**config.mk**
```make
export PLATFORM = sky130hd
export DESIGN_NAME = caqt_regs
export DESIGN_NICKNAME = d
export VERILOG_FILES = /design/src/caqt_pkg.sv /design/src/caqt_regs.sv
export VERILOG_INCLUDE_DIRS = /design/src /design/src/src
export SDC_FILE = /design/constraint.sdc
export NUM_CORES = 1
export LEC_CHECK = 0
export ABC_CLOCK_PERIOD_IN_PS = 4350
export BUFFER_PORTS_ARGS = -buffer_cell sky130_fd_sc_hd__buf_4
export CORE_ASPECT_RATIO = 1.5
export CORE_UTILIZATION = 45
export CTS_CLUSTER_SIZE = 30
export DETAILED_ROUTE_END_ITERATION = 10
export SYNTH_ARGS = -nofsm -noshare
export SYNTH_HDL_FRONTEND = slang
export SYNTH_SLANG_ARGS = --single-unit
```
**constraint.sdc**
```tcl
create_clock -name CLK_SYS -period 4.35 [get_ports CLK_SYS]
set_input_delay 0 -clock CLK_SYS [delete_from_list [all_inputs] [get_ports CLK_SYS]]
set_output_delay 0 -clock CLK_SYS [all_outputs]
set_load 0.01 [all_outputs]
```
**src/caqt_consts.svh**
```systemverilog
/*
 Offsets, field positions, reset values and timing counts of the
 calibration status, alarm control and answer timer register bank.
 Assumes inclusion by bare name from the design file, the host model and the bench.
*/
`ifndef CAQT_CONSTS_SVH
`define CAQT_CONSTS_SVH

// Write addresses; the read address is the write address with bit 7 set
`define CAQT_WA_CAL_CLR 8'h44
`define CAQT_WA_ALM_CTRL 8'h48
`define CAQT_WA_ANSWER_TIMER_CONTROL 8'h4C
`define CAQT_WA_ANSWER 8'h50
`define CAQT_RA_CAL_STAT 8'hC4
`define CAQT_RA_QA_COUNT 8'hD0
`define CAQT_RD_BIT 7

// Calibration flag positions (clear register and status register)
`define CAQT_B_PH_A 8
`define CAQT_B_PH_B 4
`define CAQT_B_PH_C 0
`define CAQT_B_CAL_ACT 12

// Alarm control fields
`define CAQT_B_ALM_RSP 12
`define CAQT_B_ALM_FIL 0

// Answer timer control fields and reset values
`define CAQT_B_QA_RSP 12
`define CAQT_B_QA_PER 8
`define CAQT_B_QA_EN 0
`define CAQT_RST_QA_RSP 3'h1
`define CAQT_RST_QA_PER 2'h0
`define CAQT_RST_PREV_EXP 4'hF

// Answer command field and codes
`define CAQT_B_CMD 4
`define CAQT_CMD_STOP 4'h5
`define CAQT_CMD_ANSWER 4'h7
`define CAQT_CMD_START 4'hA

// Answer timer error responses
`define CAQT_RSP_HOLD 3'h1
`define CAQT_RSP_ALL_OFF 3'h2
`define CAQT_RSP_MOTOR_OFF 3'h3
`define CAQT_RSP_PUMP_OFF 3'h4

// Time base: system clock and internal tick rate in MHz
`define CAQT_SYS_MHZ 50
`define CAQT_TICK_MHZ 4
// Alarm filter multipliers N; time is N*4+1 ticks
`define CAQT_FIL_N0 16
`define CAQT_FIL_N1 1000
`define CAQT_FIL_N2 2000
`define CAQT_FIL_N3 4000
`define CAQT_FIL_MUL 4
// One millisecond in microseconds for the timeout periods
`define CAQT_MS_US 1000
// Accumulated errors that trigger the error response
`define CAQT_ERR_LIMIT 4

`endif

```
**src/caqt_pkg.sv**
```systemverilog
/*
 Types of the calibration status, alarm control and answer timer bank.
 Uses no numeric constants from caqt_consts.svh; sizes are written inline.
*/
package caqt_pkg;

	// Calibration completion report from the amplifier sequencer
	typedef struct packed {
		logic running;
		logic done;
		logic pass;
		logic [2:0] phase;
	} caqt_cal_evt_t;

	// Gate driver shutdown requests
	typedef struct packed {
		logic all_off;
		logic motor_off;
		logic pump_off;
	} caqt_gate_t;

	// Answer timer sequence state, one-hot
	typedef enum logic [1:0] {
		QA_IDLE = 2'b01,
		QA_RUN = 2'b10
	} caqt_qa_state_t;

endpackage : caqt_pkg

```
**src/caqt_regs.sv**
```systemverilog
/*
 Calibration status, alarm response/filter and answer timer registers.
 Assumes a serial front end presents decoded 8-bit address, 16-bit data
 write and read strobes synchronous to CLK_SYS, one access per strobe.
*/
`timescale 1ns/1ps
`include "caqt_consts.svh"

// Behaviour
// Writing 1 to clear bits 8/4/0 clears phase A/B/C pass flag; 0 ignored.
// Clear bits are one-shot; nothing to write back.
// Status bit 12 reads 1 while amplifier calibration runs.
// Pass flags at 8/4/0 read 1 for pass, reset to 0.
// Passing completion of a phase sets its pass flag.
// Failing completion of a phase clears its pass flag.
// Alarm drives fault low; select bit turns nine or six FETs off.
// Two-bit filter picks N of 16/1000/2000/4000; time N*4+1 ticks.
// Three-bit error response picks hold, nine off, six off, pump off; code 4h sets all_off as well as pump_off.
// Control bit 0 enables timeout; [9:8] picks 1/2/4/8 ms.
// Undefined control codes leave their field unchanged.
// Control always writable; timer uses values captured at start.
// Command codes 5h stop, 7h answer, Ah start.
// Unassigned command code during a sequence counts an error.
// Host puts four-bit answer payload in bits 3:0 with the command.
// Error count, sequence number and previous expected value readable.
// Read address equals write address with bit 7 set.
// Enabled timeout without correct answer in period counts an error.
module caqt_regs #(
	parameter int FIL_N0 = `CAQT_FIL_N0,
	parameter int FIL_N1 = `CAQT_FIL_N1,
	parameter int FIL_N2 = `CAQT_FIL_N2,
	parameter int FIL_N3 = `CAQT_FIL_N3,
	parameter int MS_TICKS = `CAQT_MS_US * `CAQT_TICK_MHZ,
	parameter logic [3:0] ERR_LIMIT = 4'(`CAQT_ERR_LIMIT)
) (
	// Clock and reset
	input wire logic CLK_SYS,
	input wire logic RESET,
	// Register access
	input wire logic REG_WR,
	input wire logic REG_RD,
	input wire logic [7:0] REG_ADDR,
	input wire logic [15:0] REG_WDATA,
	output logic [15:0] REG_RDATA,
	output logic REG_RVALID,
	// Calibration sequencer and alarm
	input caqt_pkg::caqt_cal_evt_t CAL_EVT,
	input wire logic ALARM_IN,
	// Fault and gate outputs
	output logic FAULT_N,
	output caqt_pkg::caqt_gate_t GATE_OFF
);

	localparam int CW = 15;
	localparam int ACC_W = 6;

	logic [ACC_W-1:0] tick_acc_ff;
	logic tick_ff;
	logic [2:0] pass_ff;
	logic alm_rsp_ff;
	logic [1:0] alm_fil_ff;
	logic [CW-1:0] alm_cnt_ff;
	logic alarm_ff;
	logic [2:0] qa_rsp_ff;
	logic [1:0] qa_per_ff;
	logic qa_en_ff;
	logic [2:0] run_rsp_ff;
	logic [1:0] run_per_ff;
	logic run_en_ff;
	caqt_pkg::caqt_qa_state_t qa_st_ff;
	logic [CW-1:0] qa_ms_ff;
	logic [3:0] qa_msn_ff;
	logic [3:0] err_ff;
	logic [3:0] seq_ff;
	logic [3:0] prev_exp_ff;
	logic qa_trip_ff;
	logic [15:0] rdata_ff;
	logic rvalid_ff;
	logic fault_n_ff;
	caqt_pkg::caqt_gate_t gate_ff;

	logic wr_cal_clr, wr_alm, wr_qa, wr_ans;
	logic [3:0] cmd;
	logic [3:0] expected;
	logic cmd_start, cmd_stop, cmd_ans, cmd_bad, ans_ok;
	logic timeout;
	logic [CW-1:0] fil_lim;
	logic [3:0] per_ms;
	logic [4:0] nxt_err;

	assign wr_cal_clr = REG_WR && REG_ADDR == `CAQT_WA_CAL_CLR;
	assign wr_alm = REG_WR && REG_ADDR == `CAQT_WA_ALM_CTRL;
	assign wr_qa = REG_WR && REG_ADDR == `CAQT_WA_ANSWER_TIMER_CONTROL;
	assign wr_ans = REG_WR && REG_ADDR == `CAQT_WA_ANSWER;
	// command decode
	assign cmd = REG_WDATA[`CAQT_B_CMD+:4];
	assign cmd_start = wr_ans && cmd == `CAQT_CMD_START;
	assign cmd_stop = wr_ans && cmd == `CAQT_CMD_STOP;
	assign cmd_ans = wr_ans && cmd == `CAQT_CMD_ANSWER;
	assign cmd_bad = wr_ans && !cmd_start && !cmd_stop && !cmd_ans;
	// Question stream: expected answer is the inverted sequence number
	assign expected = ~seq_ff;
	// payload compared from the low nibble
	assign ans_ok = cmd_ans && REG_WDATA[3:0] == expected;

	// 4 MHz tick from 50 MHz by a fractional accumulator; exact on average
	always_ff @(posedge CLK_SYS or posedge RESET)
	begin
		if (RESET)
		begin
			tick_acc_ff <= '0;
			tick_ff <= 1'b0;
		end
		else if (tick_acc_ff + ACC_W'(`CAQT_TICK_MHZ) >=
			ACC_W'(`CAQT_SYS_MHZ))
		begin
			tick_acc_ff <= ACC_W'(tick_acc_ff + ACC_W'(`CAQT_TICK_MHZ)
				- ACC_W'(`CAQT_SYS_MHZ));
			tick_ff <= 1'b1;
		end
		else
		begin
			tick_acc_ff <= ACC_W'(tick_acc_ff + ACC_W'(`CAQT_TICK_MHZ));
			tick_ff <= 1'b0;
		end
	end

	// Calibration pass flags; a completion in the clear cycle wins
	always_ff @(posedge CLK_SYS or posedge RESET)
	begin
		if (RESET)
			pass_ff <= 3'h0;
		else
		begin
			for (int i = 0; i < 3; i++)
			begin
				// completion result
				if (CAL_EVT.done && CAL_EVT.phase[i])
					pass_ff[i] <= CAL_EVT.pass;
				// one-shot clear
				else if (wr_cal_clr && REG_WDATA[4*i])
					pass_ff[i] <= 1'b0;
			end
		end
	end

	// Alarm control register; every code of both fields is defined
	always_ff @(posedge CLK_SYS or posedge RESET)
	begin
		if (RESET)
		begin
			alm_rsp_ff <= 1'b0;
			alm_fil_ff <= 2'h0;
		end
		else if (wr_alm)
		begin
			alm_rsp_ff <= REG_WDATA[`CAQT_B_ALM_RSP];
			alm_fil_ff <= REG_WDATA[`CAQT_B_ALM_FIL+:2];
		end
	end

	// filter length in ticks
	always_comb
	begin
		unique case (alm_fil_ff)
			2'h0: fil_lim = CW'(FIL_N0 * `CAQT_FIL_MUL + 1);
			2'h1: fil_lim = CW'(FIL_N1 * `CAQT_FIL_MUL + 1);
			2'h2: fil_lim = CW'(FIL_N2 * `CAQT_FIL_MUL + 1);
			2'h3: fil_lim = CW'(FIL_N3 * `CAQT_FIL_MUL + 1);
		endcase
	end

	// Alarm must stand for the whole filter time; a drop restarts it
	always_ff @(posedge CLK_SYS or posedge RESET)
	begin
		if (RESET)
		begin
			alm_cnt_ff <= '0;
			alarm_ff <= 1'b0;
		end
		else if (!ALARM_IN)
		begin
			alm_cnt_ff <= '0;
			alarm_ff <= 1'b0;
		end
		else if (tick_ff && !alarm_ff)
		begin
			alm_cnt_ff <= CW'(alm_cnt_ff + 1'b1);
			alarm_ff <= CW'(alm_cnt_ff + 1'b1) >= fil_lim;
		end
	end

	// control register, undefined response codes kept
	always_ff @(posedge CLK_SYS or posedge RESET)
	begin
		if (RESET)
		begin
			qa_rsp_ff <= `CAQT_RST_QA_RSP;
			qa_per_ff <= `CAQT_RST_QA_PER;
			qa_en_ff <= 1'b0;
		end
		else if (wr_qa)
		begin
			if (REG_WDATA[`CAQT_B_QA_RSP+:3] >= `CAQT_RSP_HOLD &&
				REG_WDATA[`CAQT_B_QA_RSP+:3] <= `CAQT_RSP_PUMP_OFF)
				qa_rsp_ff <= REG_WDATA[`CAQT_B_QA_RSP+:3];
			qa_per_ff <= REG_WDATA[`CAQT_B_QA_PER+:2];
			qa_en_ff <= REG_WDATA[`CAQT_B_QA_EN];
		end
	end

	// working copy taken on start
	always_ff @(posedge CLK_SYS or posedge RESET)
	begin
		if (RESET)
		begin
			run_rsp_ff <= `CAQT_RST_QA_RSP;
			run_per_ff <= `CAQT_RST_QA_PER;
			run_en_ff <= 1'b0;
		end
		else if (cmd_start)
		begin
			run_rsp_ff <= qa_rsp_ff;
			run_per_ff <= qa_per_ff;
			run_en_ff <= qa_en_ff;
		end
	end

	// period in milliseconds: 1, 2, 4, 8
	assign per_ms = 4'h1 << run_per_ff;
	// timeout when the last millisecond of the period closes
	assign timeout = qa_st_ff == caqt_pkg::QA_RUN && run_en_ff && tick_ff
		&& qa_ms_ff == CW'(MS_TICKS - 1) && qa_msn_ff == per_ms - 4'h1;

	// Sequence state and timeout clock
	always_ff @(posedge CLK_SYS or posedge RESET)
	begin
		if (RESET)
		begin
			qa_st_ff <= caqt_pkg::QA_IDLE;
			qa_ms_ff <= '0;
			qa_msn_ff <= 4'h0;
		end
		else
		begin
			unique case (qa_st_ff)
				caqt_pkg::QA_IDLE:
					if (cmd_start)
						qa_st_ff <= caqt_pkg::QA_RUN;
				caqt_pkg::QA_RUN:
					if (cmd_stop)
						qa_st_ff <= caqt_pkg::QA_IDLE;
			endcase
			if (cmd_start || ans_ok || timeout)
			begin
				qa_ms_ff <= '0;
				qa_msn_ff <= 4'h0;
			end
			else if (tick_ff)
			begin
				if (qa_ms_ff == CW'(MS_TICKS - 1))
				begin
					qa_ms_ff <= '0;
					qa_msn_ff <= 4'(qa_msn_ff + 1'b1);
				end
				else
					qa_ms_ff <= CW'(qa_ms_ff + 1'b1);
			end
		end
	end

	// Errors: wrong answer, unassigned code, timeout; saturates at 15
	always_comb
	begin
		nxt_err = {1'b0, err_ff};
		if (qa_st_ff == caqt_pkg::QA_RUN)
			// error accumulation
			nxt_err = nxt_err + 5'(cmd_bad) + 5'(cmd_ans && !ans_ok)
				+ 5'(timeout);
		if (nxt_err > 5'h0F)
			nxt_err = 5'h0F;
	end

	// readable sequence progress; restart keeps the error count
	always_ff @(posedge CLK_SYS or posedge RESET)
	begin
		if (RESET)
		begin
			err_ff <= 4'h0;
			seq_ff <= 4'h0;
			prev_exp_ff <= `CAQT_RST_PREV_EXP;
		end
		else
		begin
			err_ff <= nxt_err[3:0];
			if (cmd_start && qa_st_ff == caqt_pkg::QA_IDLE)
				seq_ff <= 4'h0;
			else if (ans_ok && qa_st_ff == caqt_pkg::QA_RUN)
			begin
				seq_ff <= 4'(seq_ff + 1'b1);
				prev_exp_ff <= expected;
			end
		end
	end

	// Error response is held until reset once the limit is reached
	always_ff @(posedge CLK_SYS or posedge RESET)
	begin
		if (RESET)
			qa_trip_ff <= 1'b0;
		else if (err_ff >= ERR_LIMIT)
			qa_trip_ff <= 1'b1;
	end

	// fault and shutdown outputs
	always_ff @(posedge CLK_SYS or posedge RESET)
	begin
		if (RESET)
		begin
			fault_n_ff <= 1'b1;
			gate_ff <= '0;
		end
		else
		begin
			fault_n_ff <= !(alarm_ff || qa_trip_ff);
			gate_ff.all_off <= (alarm_ff && !alm_rsp_ff) || (qa_trip_ff &&
				(run_rsp_ff == `CAQT_RSP_ALL_OFF ||
				run_rsp_ff == `CAQT_RSP_PUMP_OFF));
			gate_ff.motor_off <= (alarm_ff && alm_rsp_ff) ||
				(qa_trip_ff && run_rsp_ff == `CAQT_RSP_MOTOR_OFF);
			gate_ff.pump_off <= qa_trip_ff &&
				run_rsp_ff == `CAQT_RSP_PUMP_OFF;
		end
	end

	// read decode; status fields; unmapped reads zero
	always_ff @(posedge CLK_SYS or posedge RESET)
	begin
		if (RESET)
		begin
			rdata_ff <= 16'h0000;
			rvalid_ff <= 1'b0;
		end
		else
		begin
			rvalid_ff <= REG_RD;
			rdata_ff <= 16'h0000;
			if (REG_RD)
			begin
				unique case (REG_ADDR)
					`CAQT_RA_CAL_STAT:
					begin
						rdata_ff[`CAQT_B_CAL_ACT] <= CAL_EVT.running;
						rdata_ff[`CAQT_B_PH_A] <= pass_ff[2];
						rdata_ff[`CAQT_B_PH_B] <= pass_ff[1];
						rdata_ff[`CAQT_B_PH_C] <= pass_ff[0];
					end
					`CAQT_WA_ALM_CTRL | 8'h80:
					begin
						rdata_ff[`CAQT_B_ALM_RSP] <= alm_rsp_ff;
						rdata_ff[`CAQT_B_ALM_FIL+:2] <= alm_fil_ff;
					end
					`CAQT_WA_ANSWER_TIMER_CONTROL | 8'h80:
					begin
						rdata_ff[`CAQT_B_QA_RSP+:3] <= qa_rsp_ff;
						rdata_ff[`CAQT_B_QA_PER+:2] <= qa_per_ff;
						rdata_ff[`CAQT_B_QA_EN] <= qa_en_ff;
					end
					`CAQT_RA_QA_COUNT:
						rdata_ff[11:0] <= {err_ff, seq_ff, prev_exp_ff};
					default:
						rdata_ff <= 16'h0000;
				endcase
			end
		end
	end

	assign REG_RDATA = rdata_ff;
	assign REG_RVALID = rvalid_ff;
	assign FAULT_N = fault_n_ff;
	assign GATE_OFF = gate_ff;
endmodule : caqt_regs

```
* Yosys cells after proc, flatten, opt, wreduce, memory -nomap -nowiden
Cells that the tools add are included.
Word-level totals: output and inout bits 21, logic and storage cells 164, bits of input ports 35, register bits 96
Operators by class: equality and inequality tests 25, reductions and logical operators 55, mux-type cells 37, magnitude comparators 6, add/sub/neg operators 10, shifts and indexed selects 1, bitwise operators 2
Operators with widths (count):
- two-way mux 15 bit | 6
- case mux 15 bit (4 select lines) | 1
- == test 8 x 7 -> 1 bit (second input constant) | 4
- == test 8 bit (second input constant) | 4
- logical AND 1 bit | 31
- adder 15 x 1 -> 15 bit (second input constant) | 2
- two-way mux 4 bit | 6
- == test 15 x 12 -> 1 bit (second input constant) | 1
- >= comparator 15 bit | 1
- nonzero test 2 bit | 6
- adder 5 x 1 -> 5 bit | 2
- two-way mux 2 bit | 5
- two-way mux 1 bit | 9
- adder 4 x 1 -> 4 bit (second input constant) | 2
- == test 4 x 3 -> 1 bit (second input constant) | 2
- == test 4 bit | 2
- AND reduction 2 bit | 4
- logical NOT 1 bit | 7
- adder 6 x 3 -> 6 bit (second input constant) | 1
- == test 2 bit (second input constant) | 3
- == test 3 x 2 -> 1 bit (second input constant) | 2
- >= comparator 6 bit (second input constant) | 1
- logical OR 1 bit | 6
- two-way mux 6 bit | 1
- 22 further kinds | 27

* Logic depth before layout (Yosys ltp)
depth in word-level cells 13, mapped depth 12, mapped depth without buffers 11

* Worst setup path after synthesis
No wires, ideal clock.
path type flip-flop to flip-flop, from register seq_ff[1], to register err_ff[1], setup time 82 ps, stages on the path, launching flop included 10, arrival 2485 ps, data required time 4268 ps, clock period less this slack 2567 ps, path buffers 0, setup slack 1783 ps, cell sequence dfrtp_1 xnor2_1 nor4_4 nor3b_1 fa_1 ha_1 inv_1 fa_1 nand3b_1 a31oi_1
On the way: cells in the longest elaborated chain, start to end 10
RTL lines:
- from (decl) | line caqt_regs.sv:74 | logic [3:0] seq_ff;
- from (signal assigned) | line caqt_regs.sv:300 | seq_ff <= 4'(seq_ff + 1'b1);
- NOT 4 bit * | line caqt_regs.sv:102 | assign expected = ~seq_ff;
- == test 4 bit * | line caqt_regs.sv:104 | assign ans_ok = cmd_ans && REG_WDATA[3:0] == expected;
- logical AND 1 bit * | line caqt_regs.sv:104
- logical NOT 1 bit * | line caqt_regs.sv:278 | nxt_err = nxt_err + 5'(cmd_bad) + 5'(cmd_ans && !ans_ok)
- logical AND 1 bit * | line caqt_regs.sv:278
- adder 5 x 1 -> 5 bit * | line caqt_regs.sv:278
- adder 5 x 1 -> 5 bit * | line caqt_regs.sv:279 | + 5'(timeout);
- two-way mux 5 bit * | line caqt_regs.sv:276 | if (qa_st_ff == caqt_pkg::QA_RUN)
- > comparator 5 x 4 -> 1 bit | line caqt_regs.sv:280 | if (nxt_err > 5'h0F)
- two-way mux 4 bit * | line caqt_regs.sv:280
- named net nxt_err[1] | line caqt_regs.sv:89 | logic [4:0] nxt_err;
- to (signal assigned) | line caqt_regs.sv:295 | err_ff <= nxt_err[3:0];
- to (decl) | line caqt_regs.sv:73 | logic [3:0] err_ff;
The timed path passes the listed nets; every way through them passes the cells marked *. A chain may end at the register's enable or synchronous reset.

* Worst setup path in the final report
from register qa_ms_ff[0], to register err_ff[1]
On the way: cells in the longest elaborated chain, start to end 7
RTL lines:
- from (decl) | line caqt_regs.sv:71 | logic [CW-1:0] qa_ms_ff;
- from (signal assigned) | line caqt_regs.sv:267 | qa_ms_ff <= CW'(qa_ms_ff + 1'b1);
- == test 15 x 12 -> 1 bit * | line caqt_regs.sv:233 | && qa_ms_ff == CW'(MS_TICKS - 1) && qa_msn_ff == per_ms - 4'h1;
- logical AND 1 bit * (2 in a row) | line caqt_regs.sv:233
- adder 5 x 1 -> 5 bit * | line caqt_regs.sv:279
- two-way mux 5 bit * | line caqt_regs.sv:276
- > comparator 5 x 4 -> 1 bit | line caqt_regs.sv:280
- two-way mux 4 bit * | line caqt_regs.sv:280
- named net nxt_err[1] | line caqt_regs.sv:89
Marks and branches as above.

==> flow_summary.html <==
<table>
<tr><th>Metric</th><th>Value</th></tr>
<tr><th colspan="2">Floorplanning</th></tr>
<tr><td>Vertical die dimension</td><td>133 µm</td></tr>
<tr><td>Floorplan core area</td><td>11100 µm²</td></tr>
<tr><td>Cell Rows</td><td>47</td></tr>
<tr><td>Die extent in x</td><td>89.6 µm</td></tr>
<tr><td>Initial core utilization</td><td>0.466</td></tr>
<tr><td>Area of the die</td><td>12000 µm²</td></tr>
<tr><td>Num ports</td><td>56</td></tr>
<tr><th colspan="2">Global routing</th></tr>
<tr><td>Antenna violations before repair</td><td>0</td></tr>
<tr><td>Wire length of the first global-routing pass</td><td>19.7 mm</td></tr>
<tr><td>Largest net degree at the start of global routing</td><td>55</td></tr>
<tr><td>Total overflow reported by the global router</td><td>0</td></tr>
<tr><td>Vias in the first global route</td><td>4136</td></tr>
<tr><td>Tot GR Track Use</td><td>0.215</td></tr>
<tr><th colspan="2">Timing</th></tr>
<tr><td>Hold Violations, Final</td><td>0</td></tr>
<tr><td>Final worst-path cycle share</td><td>0.678</td></tr>
<tr><td>Worst clock skew</td><td>3.98 ps</td></tr>
<tr><td>Highest achievable clock rate</td><td>0.339 GHz</td></tr>
<tr><td>Remaining max-slew budget at the tightest pin</td><td>0.108</td></tr>
<tr><td>Setup TNS</td><td>0 ps</td></tr>
<tr><td>Slew Limit Fails</td><td>0</td></tr>
<tr><td>Setup Viol. Count Final</td><td>0</td></tr>
<tr><td>Transition at the pin with the smallest max-transition slack</td><td>1340 ps</td></tr>
<tr><td>Time the final worst path needs with I/O delays and setup</td><td>2950 ps</td></tr>
<tr><td>RSZ-0062 raised after global routing</td><td>no</td></tr>
<tr><td>Setup WS post-layout</td><td>1400 ps</td></tr>
<tr><td>Final Hold Slack</td><td>21.9 ps</td></tr>
<tr><th colspan="2">Logic synthesis</th></tr>
<tr><td>Dominant combinational cell family by area after synthesis</td><td>simple AND/OR/NAND/NOR gates</td></tr>
<tr><td>EDFF count, synth</td><td>0</td></tr>
<tr><td>Complex-gate fraction of the synthesized area</td><td>0.121</td></tr>
<tr><td>Parity-gate share of the synthesized area counting xor and xnor cells</td><td>0.0575</td></tr>
<tr><td>Post-synthesis sequential area ratio</td><td>0.456</td></tr>
<tr><td>Number of synthesis warnings</td><td>0</td></tr>
<tr><td>Most common flop cell mapped by yosys</td><td>sky130_fd_sc_hd__dfrtp_1</td></tr>
<tr><td>Synthesized area per cell</td><td>9.77 µm²</td></tr>
<tr><td>Yosys reg bits</td><td>94</td></tr>
<tr><td>Area fraction in and, or, nand and nor cells after synthesis</td><td>0.252</td></tr>
<tr><td>Number of nets produced by synthesis</td><td>591</td></tr>
<tr><td>Portion of netlist area occupied by mux cells</td><td>0.0184</td></tr>
<tr><td>Distinct cells, synth</td><td>66</td></tr>
<tr><td>Asr flop ratio synth</td><td>1.00</td></tr>
<tr><td>Synthesized instance count</td><td>530</td></tr>
<tr><td>Post-synthesis cell area</td><td>5180 µm²</td></tr>
<tr><td>Area share of fa/ha/maj cells after synthesis</td><td>0.0657</td></tr>
<tr><th colspan="2">Run status</th></tr>
<tr><td>Outcome</td><td>finished clean</td></tr>
<tr><th colspan="2">Final layout</th></tr>
<tr><td>Share of post-route cells with drive strength above 1</td><td>0.153</td></tr>
<tr><td>Count of nets after finishing</td><td>657</td></tr>
<tr><td>Register area</td><td>2360 µm²</td></tr>
<tr><td>Highest-count cells in the layout ignoring fill and taps</td><td>sky130_fd_sc_hd__dfrtp_1, sky130_fd_sc_hd__nand2_1, sky130_fd_sc_hd__buf_4</td></tr>
<tr><td>Diode count</td><td>0</td></tr>
<tr><td>Layout-stage area growth over the synthesis result</td><td>19.6%</td></tr>
<tr><td>Footprint of the multi-input gates</td><td>2670 µm²</td></tr>
<tr><td>Fill count</td><td>982</td></tr>
<tr><td>Most common library cell in the layout ignoring fill and taps</td><td>sky130_fd_sc_hd__dfrtp_1</td></tr>
<tr><th colspan="2">Flow run</th></tr>
<tr><td>Number of max-cap violations</td><td>0</td></tr>
<tr><th colspan="2">Worst setup path</th></tr>
<tr><td>Element type at the critical path start</td><td>flop</td></tr>
<tr><td>Arrival time of data at the critical path endpoint</td><td>3210 ps</td></tr>
<tr><td>Startpoint of the most critical register-to-register path</td><td>qa_ms_ff[0]</td></tr>
<tr><td>Kind of capture point of the worst setup path</td><td>flop</td></tr>
<tr><td>Launch point of the critical path</td><td>qa_ms_ff[0]</td></tr>
<tr><td>Worst setup path category</td><td>reg2reg</td></tr>
<tr><td>Crit-path max FO</td><td>11</td></tr>
<tr><td>Worst endpoint required time</td><td>4610 ps</td></tr>
<tr><th colspan="2">Clock network</th></tr>
<tr><td>Hold Buf Count CTS</td><td>17</td></tr>
<tr><td>CTS buffer count</td><td>9</td></tr>
<tr><td>Root Buffer</td><td>sky130_fd_sc_hd__clkbuf_16</td></tr>
<tr><td>Post-CTS Resized</td><td>0</td></tr>
<tr><td>CTS tree</td><td>yes</td></tr>
<tr><td>Clock-pin slew on the worst setup and hold paths</td><td>70 ps</td></tr>
<tr><td>Sink Count</td><td>94</td></tr>
<tr><td>Insertion delay of the later-clocked pin in the worst-skew pair</td><td>340 ps</td></tr>
<tr><td>Largest buffer count on any clock path</td><td>2</td></tr>
<tr><td>H-tree depth reported by CTS</td><td>3</td></tr>
<tr><td>Post CTS Setup Buffer Count</td><td>0</td></tr>
<tr><th colspan="2">Place</th></tr>
<tr><td>Post-placement worst setup slack</td><td>1400 ps</td></tr>
<tr><td>Port Buffers</td><td>51</td></tr>
<tr><td>HPWL after detailed placement</td><td>8.63 mm</td></tr>
<tr><td>Global placer's final weighted congestion</td><td>0.811</td></tr>
<tr><th colspan="2">Route</th></tr>
<tr><td>Vias per cell</td><td>5.51</td></tr>
<tr><td>First DRT Iteration DRCs</td><td>194</td></tr>
<tr><td>Via count of the routed design</td><td>4121</td></tr>
<tr><td>Routed WL</td><td>11.7 mm</td></tr>
<tr><td>Count of nets left with antenna violations after detail routing</td><td>0</td></tr>
<tr><td>Detailed-routing iteration count for the pre-antenna-repair pass</td><td>4</td></tr>
<tr><td>Number of design rule violations left after detail routing</td><td>0</td></tr>
<tr><td>Wire length per cell after detailed routing</td><td>15.6 µm</td></tr>
<tr><th colspan="2">Power and ir drop</th></tr>
<tr><td>Reported leakage power</td><td>2.88 nW</td></tr>
<tr><td>Power per standard cell area</td><td>306 nW/µm²</td></tr>
<tr><td>IR drop worst, VDD</td><td>0.196 mV</td></tr>
<tr><th colspan="2">Worst hold path</th></tr>
<tr><td>Hold wc startpoint</td><td>REG_ADDR[3]</td></tr>
<tr><td>Type of the worst min-delay path</td><td>in2reg</td></tr>
</table>
==> power by group <==
| group | switching (W) | total (W) | leakage, nW | internal, W |
|---|---|---|---|---|
| sequential | 0.0000108 | 0.000897 | 1.22 | 0.000886 |
| clock | 0.000349 | 0.000873 | 0.163 | 0.000524 |
| combinational | 0.0000651 | 0.000125 | 1.50 | 0.0000597 |
==> Yosys cell counts (all sizes together), types with 4 or more instances <==
cell / n / area (µm²)
nand3b: 6 / 45.0
xor2: 13 / 114
nand2b: 8 / 50.1
buf: 4 / 28.8
and2: 15 / 93.8
nor3: 12 / 65.1
nor4: 7 / 58.8
ha: 24 / 300
o31ai: 7 / 52.6
nand4: 13 / 81.3
a22oi: 6 / 45.0
and4: 6 / 52.6
clkbuf: 11 / 41.3
o21ai: 19 / 95.1
mux2: 4 / 45.0
or3: 9 / 56.3
nand3: 23 / 115
inv: 22 / 82.6
a21boi: 8 / 60.1
and3: 15 / 93.8
nor2b: 7 / 43.8
dfrtp: 86 / 2150
nor2: 28 / 105
a21oi: 23 / 115
mux2i: 5 / 50.1
xnor2: 21 / 184
dfstp: 8 / 210
or4: 6 / 45.0
nand2: 66 / 248
==> cell families (layout without fill, tap and decap cells) <==
kind of cell	count (synthesis)	after routing
and+or+nand+nor	236	236
DFF	94	94
AOI/OAI and AO/OA	93	93
buffers and inverters	37	108
xor gates and xnor gates	34	34
adders and majority gates	26	26
muxes	9	9
other	1	1
==> worst paths after layout <==
kind	to	slack, ps	depth (start not counted)
max in group asynchronous	prev_exp_ff[2]	3010	4
worst min-delay path	qa_st_ff[0]	20	4
worst max register to register	err_ff[1]	1400	10
min in group asynchronous	alm_cnt_ff[6]	330	3
worst min register to register	run_rsp_ff[0]	460	2
worst max-delay path	err_ff[1]	1400	10
==> state kept, by name, indices dropped and copies added (netlist names), 4 cells and up <==
signal,flops
seq_ff,4
qa_msn_ff,4
REG_RDATA,15
tick_acc_ff,5
err_ff,4
qa_ms_ff,15
alm_cnt_ff,15
prev_exp_ff,4
==> critical path, cell delays in order, from the launching register on <==
cell and delay (ps):
sky130_fd_sc_hd__dfrtp_1 390, sky130_fd_sc_hd__ha_1 210, sky130_fd_sc_hd__and4_1 320, sky130_fd_sc_hd__and4_1 300, sky130_fd_sc_hd__nand2_1 270, sky130_fd_sc_hd__nor3_1 320
sky130_fd_sc_hd__ha_1 210, sky130_fd_sc_hd__inv_1 60, sky130_fd_sc_hd__fa_1 410, sky130_fd_sc_hd__nand3b_1 210, sky130_fd_sc_hd__a31oi_1 180
==> stage by stage <==
| stage | total power (W) | instances | area [µm²] | utilization |
|---|---|---|---|---|
| finish | 0.00190 | 748 | 6190 | 0.557 |
| global placement | 0.00102 | 715 | 5690 | 0.512 |
| global route | 0.00197 | 748 | 6190 | 0.557 |
| CTS | 0.00192 | 748 | 6190 | 0.557 |
| detailed placement | 0.00102 | 715 | 5690 | 0.512 |
| floorplan | 0.000969 | 530 | 5180 | - |
==> layer usage <==
metal / GRT usage / vias to the layer above / share of wire / wire length [µm]
li1: - / 2036 / - / -
met1: 0.255 / 1986 / 0.42 / 4910
met2: 0.368 / 77 / 0.52 / 6020
met3: 0.0428 / 22 / 0.031 / 361
met4: 0.0952 / 0 / 0.034 / 398
met5: 0 / - / 0 / 0
==> layout make-up <==
class	count	share of cell area
clock inverter	6	0.0147
tap	147	0.0297
sequential	94	0.381
timing repair buffer	70	0.0917
inverter	22	0.0137
clock buffer	10	0.0386
multi-input combinational	399	0.430
No activity file was read; power rests on OpenSTA's default activity.
